<file path="config.mk">
export PLATFORM = sky130hd
export DESIGN_NAME = ocs_clock_select
export DESIGN_NICKNAME = d
export VERILOG_FILES = /design/src/ocs_pkg.sv /design/src/ocs_clock_select.sv
export SDC_FILE = /design/constraint.sdc
export NUM_CORES = 1
export LEC_CHECK = 0
export ABC_AREA = 1
export BUFFER_PORTS_ARGS = -buffer_cell sky130_fd_sc_hd__buf_2
export CORE_MARGIN = 5
export CORE_UTILIZATION = 35
export CTS_BUF_LIST = sky130_fd_sc_hd__clkbuf_16
export DETAILED_ROUTE_END_ITERATION = 8
export PLACE_DENSITY_LB_ADDON = 0.25
export SYNTH_ARGS = -nofsm -noshare
export SYNTH_HDL_FRONTEND = slang
export SYNTH_SLANG_ARGS = --single-unit
</file>
<file path="constraint.sdc">
create_clock -name core_clk -period 7.4 [get_ports core_clk]
set_clock_uncertainty 0.2 [all_clocks]
set_input_delay 0.74 -clock core_clk [delete_from_list [all_inputs] [get_ports core_clk]]
set_output_delay 0.74 -clock core_clk [all_outputs]
set_load 0.01 [all_outputs]
</file>
<file path="src/ocs_pkg.sv">
// Purpose: Constants for the oscillator and clock select block
// Assumes: APB slave on core_clk, 32-bit data, one word per register
// Notes:   Offsets, DIV fields, register reset values and state/source/mode encodings live here
package ocs_pkg;
    // Register byte offsets
    localparam logic [7:0] CFG_OFF    = 8'h00;
    localparam logic [7:0] DIV_OFF    = 8'h04;
    localparam logic [7:0] FBD_OFF    = 8'h08;
    localparam logic [7:0] TUNE_OFF   = 8'h0C;
    localparam logic [7:0] STAT_OFF   = 8'h10;
    localparam logic [7:0] AUX_OFF    = 8'h14;
    // Divider control fields
    localparam int RCDIV_LSB  = 8;
    localparam int POST_LSB   = 6;
    localparam int PRE_LSB    = 0;
    // Reset values
    localparam logic [2:0] RCDIV_RST  = 3'h0;
    localparam logic [1:0] POST_RST   = 2'h1;
    localparam logic [4:0] PRE_RST    = 5'h00;
    localparam logic [8:0] FBD_RST    = 9'h030;
    localparam logic [5:0] TUNE_RST   = 6'h00;
    localparam logic [1:0] AUX_RST    = 2'h0;
    // Erased configuration: RC with programmable divide
    localparam logic [2:0] SRC_ERASED = 3'h7;
    localparam logic [1:0] MODE_ERASED = 2'h3;
    // Source codes
    typedef enum logic [2:0] {
        SRC_RC      = 3'b000,
        SRC_RC_PLL  = 3'b001,
        SRC_PRI     = 3'b010,
        SRC_PRI_PLL = 3'b011,
        SRC_SEC     = 3'b100,
        SRC_LOWRC   = 3'b101,
        SRC_RC_D16  = 3'b110,
        SRC_RC_DIVN = 3'b111
    } ocs_src_t;
    // Primary modes
    typedef enum logic [1:0] {
        PM_EXT  = 2'b00,
        PM_XTAL = 2'b01,
        PM_HSX  = 2'b10,
        PM_OFF  = 2'b11
    } ocs_pmode_t;
    // Start-up sequence states
    typedef enum logic [1:0] {
        ST_LOAD = 2'b00,
        ST_WAIT = 2'b01,
        ST_RUN  = 2'b10
    } ocs_state_t;
    // Timing figures
    localparam int CLK_HZ          = 40_000_000;
    localparam int STARTUP_US      = 10;
    localparam int STARTUP_CYC     = STARTUP_US * (CLK_HZ / 1_000_000);
    localparam int RC_D16          = 16;
    localparam int FCY_DIV         = 2;
endpackage : ocs_pkg

</file>
<file path="src/ocs_clock_select.sv">
// Purpose: Power-on source selection, clock dividers and PLL ratio status
// Assumes: Configuration word and oscillator clocks arrive asynchronously
// Notes:   Oscillator inputs are sampled at core_clk; dividers act on edges
//Contract
// - Instruction clock is oscillator output halved
// - RC postscale from three-bit field
// - Power-on source from config fields
// - Source codes map to eight sources
// - Primary mode selects fast crystal, crystal, external
// - Erased config starts RC divide-n
// - PLL prescale 2 to 33
// - VCO multiplies by feedback factor
// - Postscale by 2, 4 or 8
// - Output is input times feedback over dividers
// - Only RC and primary feed PLL
// - Low-power RC clocks watchdog and monitor
// - Fast RC 7.37 MHz, software tunable
// - Auxiliary oscillator with three modes
// - Prescale code plus two, default 2
// - Feedback code plus two, default 50
// - Postscale codes 2,4,reserved,8; default 4
// - RC postscale 1..64 then 256
module ocs_clock_select (
    input  wire logic        core_clk,
    input  wire logic        sys_rst,
    input  wire logic        config_erased,
    input  wire logic [2:0]  initial_source_select,
    input  wire logic [1:0]  primary_mode_select,
    input  wire logic        fast_internal_rc,
    input  wire logic        low_power_internal_rc,
    input  wire logic        primary_osc_input,
    input  wire logic        secondary_osc_input,
    input  wire logic        pll_clock,
    input  wire logic        pll_locked,
    input  wire logic        auxiliary_oscillator,
    input  wire logic        psel,
    input  wire logic        penable,
    input  wire logic        pwrite,
    input  wire logic [7:0]  paddr,
    input  wire logic [31:0] pwdata,
    output logic      [31:0] prdata,
    output logic             pready,
    output logic             pslverr,
    output logic             fosc_tick,
    output logic             fcy_tick,
    output logic             sys_clk_active,
    output logic             pll_input_clock,
    output logic             ref_clock_tick,
    output logic      [5:0]  rc_tune,
    output logic      [9:0]  multiplier,
    output logic      [5:0]  prescale_factor,
    output logic      [3:0]  postscale_factor,
    output logic      [1:0]  primary_drive
);
    // Two-flop synchronisers for all asynchronous inputs
    localparam int NSYNC = 7;
    logic [NSYNC-1:0] s1_r;
    logic [NSYNC-1:0] s2_r;
    logic [NSYNC-1:0] s3_r;
    always_ff @(posedge core_clk) begin
        s1_r <= {pll_locked, auxiliary_oscillator, pll_clock, secondary_osc_input,
                 primary_osc_input, low_power_internal_rc, fast_internal_rc};
        s2_r <= s1_r;
        s3_r <= s2_r;
    end
    logic [NSYNC-1:0] rise;
    assign rise = s2_r & ~s3_r;

    // Config fields are static straps but still synchronised
    logic [5:0] cfg1_r;
    logic [5:0] cfg2_r;
    always_ff @(posedge core_clk) begin
        cfg1_r <= {config_erased, primary_mode_select, initial_source_select};
        cfg2_r <= cfg1_r;
    end

    // RC postscale divide ratio from code
    function automatic logic [8:0] rc_ratio(input logic [2:0] code);
        rc_ratio = (code == 3'h7) ? 9'h100 : 9'(9'h001 << code);
    endfunction : rc_ratio

    // Software registers and power-on state
    logic [2:0]  src_r,   src_nxt;
    logic [1:0]  pmode_r, pmode_nxt;
    logic [2:0]  rcdiv_r, rcdiv_nxt;
    logic [1:0]  post_r,  post_nxt;
    logic [4:0]  pre_r,   pre_nxt;
    logic [8:0]  fbd_r,   fbd_nxt;
    logic [5:0]  tune_r,  tune_nxt;
    logic [1:0]  aux_r,   aux_nxt;
    logic [31:0] rd_r,    rd_nxt;
    logic        err_r,   err_nxt;
    logic [15:0] cnt_r,   cnt_nxt;
    ocs_pkg::ocs_state_t st_r, st_nxt;

    logic acc;
    logic wr;
    logic needs_lock;
    logic src_rise;
    assign acc = psel & penable;
    // Writes land only on the ready edge; the wait cycle decodes errors
    assign wr  = pready & pwrite;
    assign needs_lock = (src_r == ocs_pkg::SRC_RC_PLL) || (src_r == ocs_pkg::SRC_PRI_PLL);

    // Selected source edge; secondary and low-power RC bypass the PLL
    always_comb begin
        case (ocs_pkg::ocs_src_t'(src_r))
            ocs_pkg::SRC_RC,
            ocs_pkg::SRC_RC_D16,
            ocs_pkg::SRC_RC_DIVN: src_rise = rise[0];
            ocs_pkg::SRC_PRI:     src_rise = rise[2];
            ocs_pkg::SRC_SEC:     src_rise = rise[3];
            ocs_pkg::SRC_LOWRC:   src_rise = rise[1];
            ocs_pkg::SRC_RC_PLL,
            ocs_pkg::SRC_PRI_PLL: src_rise = rise[4];
            default:              src_rise = 1'b0;
        endcase
    end

    // Registers, start-up state and APB read mux
    always_comb begin
        src_nxt   = src_r;
        pmode_nxt = pmode_r;
        rcdiv_nxt = rcdiv_r;
        post_nxt  = post_r;
        pre_nxt   = pre_r;
        fbd_nxt   = fbd_r;
        tune_nxt  = tune_r;
        aux_nxt   = aux_r;
        rd_nxt    = rd_r;
        err_nxt   = 1'b0;
        st_nxt    = st_r;
        cnt_nxt   = cnt_r;
        case (st_r)
            ocs_pkg::ST_LOAD: begin
                // Config reloaded each power-on, erased means RC divide-n
                src_nxt   = cfg2_r[5] ? ocs_pkg::SRC_ERASED : cfg2_r[2:0];
                pmode_nxt = cfg2_r[5] ? ocs_pkg::MODE_ERASED : cfg2_r[4:3];
                cnt_nxt   = 16'h0000;
                st_nxt    = ocs_pkg::ST_WAIT;
            end
            ocs_pkg::ST_WAIT: begin
                // Count source edges; PLL modes also need lock
                if (src_rise && cnt_r != 16'(ocs_pkg::STARTUP_CYC))
                    cnt_nxt = cnt_r + 16'h0001;
                if (cnt_r == 16'(ocs_pkg::STARTUP_CYC) && (!needs_lock || s2_r[6]))
                    st_nxt = ocs_pkg::ST_RUN;
            end
            ocs_pkg::ST_RUN: st_nxt = ocs_pkg::ST_RUN;
            default:         st_nxt = ocs_pkg::ST_LOAD;
        endcase
        if (wr) begin
            case (paddr)
                ocs_pkg::DIV_OFF: begin
                    rcdiv_nxt = pwdata[ocs_pkg::RCDIV_LSB +: 3];
                    post_nxt  = pwdata[ocs_pkg::POST_LSB +: 2];
                    pre_nxt   = pwdata[ocs_pkg::PRE_LSB +: 5];
                end
                ocs_pkg::FBD_OFF:  fbd_nxt  = pwdata[8:0];
                ocs_pkg::TUNE_OFF: tune_nxt = pwdata[5:0];
                ocs_pkg::AUX_OFF:  aux_nxt  = pwdata[1:0];
                ocs_pkg::CFG_OFF,
                ocs_pkg::STAT_OFF: err_nxt  = 1'b0;
                default:           err_nxt  = 1'b1;
            endcase
        end else if (acc) begin
            case (paddr)
                ocs_pkg::CFG_OFF:  rd_nxt = {27'h0, pmode_r, src_r};
                ocs_pkg::DIV_OFF:  rd_nxt = {21'h0, rcdiv_r, post_r, 1'b0, pre_r};
                ocs_pkg::FBD_OFF:  rd_nxt = {23'h0, fbd_r};
                ocs_pkg::TUNE_OFF: rd_nxt = {26'h0, tune_r};
                ocs_pkg::STAT_OFF: rd_nxt = {29'h0, s2_r[6], st_r};
                ocs_pkg::AUX_OFF:  rd_nxt = {30'h0, aux_r};
                default: begin
                    rd_nxt  = 32'h0000_0000;
                    err_nxt = 1'b1;
                end
            endcase
        end
    end

    always_ff @(posedge core_clk) begin
        if (sys_rst) begin
            src_r   <= ocs_pkg::SRC_ERASED;
            pmode_r <= ocs_pkg::MODE_ERASED;
            rcdiv_r <= ocs_pkg::RCDIV_RST;
            post_r  <= ocs_pkg::POST_RST;
            pre_r   <= ocs_pkg::PRE_RST;
            fbd_r   <= ocs_pkg::FBD_RST;
            tune_r  <= ocs_pkg::TUNE_RST;
            aux_r   <= ocs_pkg::AUX_RST;
            rd_r    <= 32'h0000_0000;
            err_r   <= 1'b0;
            cnt_r   <= 16'h0000;
            st_r    <= ocs_pkg::ST_LOAD;
        end else begin
            src_r   <= src_nxt;
            pmode_r <= pmode_nxt;
            rcdiv_r <= rcdiv_nxt;
            post_r  <= post_nxt;
            pre_r   <= pre_nxt;
            fbd_r   <= fbd_nxt;
            tune_r  <= tune_nxt;
            aux_r   <= aux_nxt;
            rd_r    <= rd_nxt;
            err_r   <= err_nxt;
            cnt_r   <= cnt_nxt;
            st_r    <= st_nxt;
        end
    end

    // Read data and error registered in the first access cycle
    logic setup_hold_r;
    always_ff @(posedge core_clk) begin
        if (sys_rst)
            setup_hold_r <= 1'b0;
        else
            setup_hold_r <= psel & ~penable;
    end
    // One wait state so registered read data is ready
    assign pready  = acc & ~setup_hold_r;
    assign prdata  = rd_r;
    assign pslverr = err_r & pready;

    // Oscillator output: RC divide modes, else selected source edge
    logic [8:0] div_cnt_r, div_cnt_nxt;
    logic [8:0] div_ratio;
    logic       fosc_nxt, fosc_r;
    logic       fcy_ph_r, fcy_ph_nxt;
    logic       fcy_nxt, fcy_r;
    always_comb begin
        case (ocs_pkg::ocs_src_t'(src_r))
            ocs_pkg::SRC_RC_D16:  div_ratio = 9'(ocs_pkg::RC_D16);
            ocs_pkg::SRC_RC_DIVN: div_ratio = rc_ratio(rcdiv_r);
            default:              div_ratio = 9'h001;
        endcase
        div_cnt_nxt = div_cnt_r;
        fosc_nxt    = 1'b0;
        fcy_ph_nxt  = fcy_ph_r;
        fcy_nxt     = 1'b0;
        if (st_r == ocs_pkg::ST_RUN && src_rise) begin
            if (div_cnt_r >= div_ratio - 9'h001) begin
                div_cnt_nxt = 9'h000;
                fosc_nxt    = 1'b1;
                fcy_ph_nxt  = ~fcy_ph_r;
                fcy_nxt     = fcy_ph_r;
            end else begin
                div_cnt_nxt = div_cnt_r + 9'h001;
            end
        end
    end
    always_ff @(posedge core_clk) begin
        if (sys_rst) begin
            div_cnt_r <= 9'h000;
            fosc_r    <= 1'b0;
            fcy_ph_r  <= 1'b0;
            fcy_r     <= 1'b0;
        end else begin
            div_cnt_r <= div_cnt_nxt;
            fosc_r    <= fosc_nxt;
            fcy_ph_r  <= fcy_ph_nxt;
            fcy_r     <= fcy_nxt;
        end
    end

    // Analog PLL settings and routing, all from flops
    logic        pin_r;
    logic        ref_r;
    logic        act_r;
    logic [1:0]  drv_r;
    logic [5:0]  pre_fac_r;
    logic [3:0]  post_fac_r;
    logic [9:0]  m_r;
    always_ff @(posedge core_clk) begin
        if (sys_rst) begin
            pin_r <= 1'b0;
            ref_r <= 1'b0;
            act_r <= 1'b0;
            drv_r <= ocs_pkg::PM_OFF;
            pre_fac_r  <= 6'h02;
            post_fac_r <= 4'h4;
            m_r        <= 10'h032;
        end else begin
            // PLL fed only from fast RC or primary
            pin_r <= (src_r == ocs_pkg::SRC_PRI_PLL) ? s2_r[2] : s2_r[0];
            ref_r <= rise[1];
            act_r <= (st_r == ocs_pkg::ST_RUN);
            // Primary mode used only for primary sources
            drv_r <= (src_r == ocs_pkg::SRC_PRI || src_r == ocs_pkg::SRC_PRI_PLL)
                     ? pmode_r : ocs_pkg::PM_OFF;
            pre_fac_r <= 6'(pre_r) + 6'h02;
            // Ten bits: the top code gives 513
            m_r   <= 10'(fbd_r) + 10'h002;
            // Reserved code 10 treated as divide by 4
            case (post_r)
                2'b00:   post_fac_r <= 4'h2;
                2'b11:   post_fac_r <= 4'h8;
                default: post_fac_r <= 4'h4;
            endcase
        end
    end
    assign fosc_tick        = fosc_r;
    assign fcy_tick         = fcy_r;
    assign sys_clk_active   = act_r;
    assign pll_input_clock  = pin_r;
    assign ref_clock_tick   = ref_r;
    assign rc_tune          = tune_r;
    assign multiplier       = m_r;
    assign prescale_factor  = pre_fac_r;
    assign postscale_factor = post_fac_r;
    assign primary_drive    = drv_r;
endmodule : ocs_clock_select

</file>
Word-level counts from Yosys, hierarchy flattened:

Index checks and enable logic that the tools add are counted.

* register bits after elaboration: 152
* bits of input ports: 58
* output and inout bits: 67
* word-level logic and storage cells: 112

* $add $sub $neg: 5
* order comparisons: 1
* equal/unequal tests: 20
* shift-type cells: 1
* muxes and demuxes: 17
* bitwise gates (word level): 14
* reduce and logical (&&, ||, !) cells: 25

Operator list (count)
* $pmux 11 s6: 1
* $pmux 16 s2: 1
* $mux 9: 2
* $pmux 9 s2: 1
* $add 16x1->16 const B: 1
* $eq 16x9->1 const B: 1
* $eq 8x4->1 const B: 2
* $eq 8x5->1 const B: 2
* $mux 16: 1
* $ne 16x9->1 const B: 1
* $eq 3x3->1 const B: 5
* $reduce_and 2->1: 7
* $add 9x2->10 const B: 1
* $add 9x1->9 const B: 1
* $ge 9x9->1: 1
* $shl 1x3->9 const A: 1
* $sub 9x1->9 const B: 1
* $eq 8x3->1 const B: 1
* $logic_not 8->1: 1
* $pmux 4 s2: 1
* $not 1->1: 7
* $add 5x2->6 const B: 1
* $eq 3x2->1 const B: 2
* $pmux 2 s3: 1
* other kinds (20): 39

Depth between registers and ports, before layout:

* depth after elaboration: 7
* mapped depth: 21
* mapped depth without buffers: 20

Worst setup path before layout:

Ideal clock, no wire load.

* path type: register to register
* from: reg src_r[2]
* to: reg div_cnt_r[2]
* setup time: 0.064 ns
* data arrival time: 2.490 ns
* data required time: 7.136 ns
* setup slack: 4.646 ns
* cell stages (with the launch flop): 20
* buffers on the path: 1
* period minus slack after synthesis: 2.754 ns
* path through: dfxtp_1 buf_6 nand2_1 inv_2 nand3_1 inv_1 a31oi_1 ha_1 o21ai_1 inv_1 nand2_1 nor2_1 xor2_1 ha_1 a21o_1 nor2_1 nand4_1 nand2_1 nand2_2 nor2_1

* longest elaborated chain between the ends: 5
* elaborated cells between the ends (all ways): 16
* classes of those cells: add/sub: 1; order compare: 1; eq/ne: 7; mux: 3; reduce/logical: 4

Ends and longest elaborated chain
* start, declared: RTL line ocs_clock_select.sv:83 `logic [2:0] src_r, src_nxt;`
* start signal, assigned: RTL line ocs_clock_select.sv:184 `src_r <= ocs_pkg::SRC_ERASED;`
* start signal, assigned: RTL line ocs_clock_select.sv:197 `src_r <= src_nxt;`
* $eq 3x3->1: RTL line ocs_clock_select.sv:107, ocs_clock_select.sv:232
* $pmux 9 s2: RTL line ocs_clock_select.sv:232 `case (ocs_pkg::ocs_src_t'(src_r))`
* $sub 9x1->9: RTL line ocs_clock_select.sv:242 `if (div_cnt_r >= div_ratio - 9'h001) begin`
* $ge 9x9->1: RTL line ocs_clock_select.sv:242
* $mux 9: RTL line ocs_clock_select.sv:242
* end signal, assigned: RTL line ocs_clock_select.sv:259 `div_cnt_r <= div_cnt_nxt;`
* end, declared: RTL line ocs_clock_select.sv:226 `logic [8:0] div_cnt_r, div_cnt_nxt;`

Parallel ways exist; a longest one is shown, timed or not.
A chain may end at the register's enable or synchronous reset.

Worst setup path after layout:

* from: reg src_r[2]
* to: reg div_cnt_r[1]

Same word-level chain as after synthesis.

==> out/metrics.yaml <==
worstMarginPinSlew_ns: 0.896
fin_tns_setup_ns: 0
post-route-cell-area_mm2: 0.00683
use_met2_pct: 22.5
path_clk_slew_ns: 0.07
fin_ws_ns: 4.08
clockBufferDepth: 2
die_area_mm2: 0.0192
cp-startpoint: "src_r[2]"
cts_tree: "built"
fmax_mhz: 301
cp-start-kind: "flop"
ys_seq_area_share_pct: 44.2
crit_fanout: 8
p_leak_nw: 3.05
syn_inst: 785
r2r.worst_path.cells: 18
worstSkewPairLatency_ns: 0.42
worstPathRequired_ns: 7.55
rsz0062_at_grt: "no"
finalWirelength_mm: 13.6
worst-path-buf-inv: 3
path_cells: "nand2_1 > inv_2 > nand3_1 > inv_1 > a31oi_1 > ha_1 > o21ai_1 > inv_1 > nand2_1 > nor2_1 > xor2_1 > ha_1 > a21o_1 > nor2_1 > nand4_1 > nand2_1 > nand2_2 > nor2_1"
whs_endpoint: "s2_r[4]"
post_drt_wl_per_cell_um: 12.4
place.detailed.hpwl_mm: 10.0
seq_power_share_pct: 39.8
end_kind: "flop"
pwr-share-clk_pct: 43.1
min_from: "s1_r[4]"
track_usage_pct: 14.4
min_path_cells: 0
initial_core_util_pct: 35.4
reg2reg_slack_ns: 4.08
ant_nets: 0
synth_cell_types: 41
die_x_um: 139
core.rowCount: 47
die_h_um: 139
ys_ff_latch: 128
via_per_inst: 4.53
top_usage_layer: "met2"
total_power_mw: 1.85
cts_sinks: 128
routabilityCongestion: 0.845
cp_slowest_cell: "dfxtp_1"
crit_family: "simple AND/OR/NAND/NOR gates"
vias: 4973
postSynthAreaPerCell_um2: 7.39
met3_usage_pct: 3.48
grt_pass1_wl_mm: 22.5
setup_violations: 0
critPathKind: "reg2reg"
combPwrFrac_pct: 17.0
drive_gt1_share_pct: 16.6
fin_cells: 1097
diodes: 0
cap_viol_max_count: 0
ys.warnings.count: 0
grt_pass1_vias: 4669
synth_area_mm2: 0.00580
gr-usage-met1_pct: 19.1
hold_viol_final: 0
numCtsBuffers: 17
grt_max_degree: 40
net-switching-power_uw: 599
irDropWorstVdd_mv: 0.212
antenna_found_initial: 0
drv_slew: 0
postPlaceCellArea_mm2: 0.00626
worstHoldPathType: "reg2reg"
cts_resized: 0
drt-initial-drc-count: 281
p_per_area_mw_per_mm2: 271
r2r-end: "div_cnt_r[1]"
status: "finished, final reports clean"
port_buffers: 80
syn_to_final_growth_pct: 17.8
p_int_mw: 1.26
layout_min_cycle_time_ns: 3.32
slew_headroom_pct: 40.3
place_ws_ns: 4.08
whs_ns: 0.124
reg2reg_from: "src_r[2]"
nets: 942
grt_overflow: 0
core_region_area_mm2: 0.0164
root_buffer: "clkbuf_16"
utilization_pct: 41.7
ioPinCount: 125
hold_buffers: 0
drc_errors: 0
post_cts_buffers: 0
drtPass1Iterations: 5
cpPeakStageDelay_ns: 0.39
min_period_over_period_pct: 44.9
swShare_pct: 32.3
htree_levels: 4
dp.cells: 1065
cp_data_arrival_time_ns: 3.47
sequential cells by signal, indices dropped and copies added (netlist names), 2 cells and up:
name and flops:
aux_r 2, cfg1_r 6, cfg2_r 6, cnt_r 16
div_cnt_r 9, fbd_r 9, multiplier 10, pmode_r 2
post_r 2, postscale_factor 3, prdata 11, pre_r 5
prescale_factor 6, primary_drive 2, rc_tune 6, rcdiv_r 3
s1_r 6, s2_r 6, s3_r 5, src_r 3
st_r 2
cell usage after synthesis:
library cell    n  area, um2
o211ai_1        3       22.5
nor2_2          5       31.3
nand3_4         1       17.5
nand2_2         6       37.5
buf_12          1       20.0
xnor2_1         1       8.76
a21oi_2         1       8.76
nand2_4         1       11.3
nor3b_1         1       7.51
nor3_1         14       70.1
nor4_1          3       18.8
xor2_1          5       43.8
clkbuf_1        8       30.0
o21ai_1         1       5.00
inv_1          91        342
o21a_1          1       7.51
nand3_2         2       20.0
nor2_1        102        383
buf_2           4       20.0
o21ai_0        44        220
buf_4          23        173
nand3_1        58        290
conb_1          1       3.75
a21oi_4         1       16.3
nand4_1        15       93.8
nor2_4          1       11.3
inv_2          12       45.0
nand2_1       155        582
or2_2           2       12.5
ha_1           20        250
o211ai_2        1       12.5
buf_1           2       7.51
nand3b_1        4       30.0
buf_8           1       15.0
buf_6           3       33.8
a21oi_1        49        245
a211oi_1        2       15.0
o22ai_1         8       50.1
a21o_1          1       7.51
a31oi_1         3       18.8
dfxtp_1       128       2560
worst reg2reg max path: cells and delay by family (launching register included):
| kind | cells | cell delay, ns |
|---|---|---|
| and+or+nand+nor | 9 | 1.32 |
| DFF | 1 | 0.39 |
| xor gates and xnor gates | 1 | 0.18 |
| buffers and inverters | 3 | 0.20 |
| AOI/OAI and AO/OA | 3 | 0.48 |
| adders and majority gates | 2 | 0.48 |
logic make-up (layout without fill, tap and decap cells):
| group | count (synthesis) | count (layout) | share of synthesized area [%] |
|---|---|---|---|
| buffers and inverters | 145 | 216 | 11.8 |
| adder cells (fa/ha/maj) | 20 | 20 | 4.31 |
| flip-flops | 128 | 128 | 44.2 |
| XOR/XNOR | 6 | 6 | 0.906 |
| AO/OA/AOI/OAI | 115 | 115 | 10.8 |
| other | 1 | 22 | 0.0646 |
| AND/OR/NAND/NOR | 370 | 370 | 27.9 |
power groups by stage:
stage	logic, mW	registers (mW)	clock network (mW)
after floorplan	0.265	0.745	0
after global placement	0.319	0.754	0
after detailed placement	0.320	0.754	0
after CTS	0.321	0.739	0.820
after global routing	0.364	0.742	0.851
final	0.316	0.738	0.800
layer usage:
layer	share of wire, %	vias to the layer above
met1	50	2222
met3	4.2	12
li1	-	2648
met2	45	91
met5	0	-
met4	1.4	0
final cells by class:
type / instances / area (um2)
Clock buffer: 17 / 425
Clock inverter: 15 / 145
Fill cell: 1728 / 9570
Inverter: 103 / 387
Multi-Input combinational cell: 533 / 2630
Sequential cell: 128 / 2560
Tap cell: 220 / 275
Timing Repair Buffer: 81 / 408
layout by cell type (no fill, tap or decap), types with 2 or more instances in the layout:
cell	instances
conb_1	22
a211oi_1	2
inv_8	4
dfxtp_1	128
o21ai_0	44
o211ai_1	3
ha_1	20
a21oi_1	49
clkinv_4	2
nor3_1	14
nand3_1	58
xor2_1	5
clkbuf_16	17
inv_6	5
nand3_2	2
nor2_1	102
or2_2	2
nor4_1	3
a31oi_1	3
buf_2	80
nand3b_1	4
inv_1	91
nand2_1	155
nor2_2	5
nand4_1	15
o22ai_1	8
clkinvlp_4	3
nand2_2	6
inv_2	12
worst max path at each step:
stage	to	slack, ns	cells after the start
floorplan	div_cnt_r[2]	4.65	19
global placement	div_cnt_r[5]	4.10	18
detailed placement	div_cnt_r[7]	4.08	18
CTS	div_cnt_r[1]	4.06	18
global route	div_cnt_r[2]	3.74	19
finish	div_cnt_r[1]	4.08	18
Note: power is estimated with default switching activity, not from simulation.
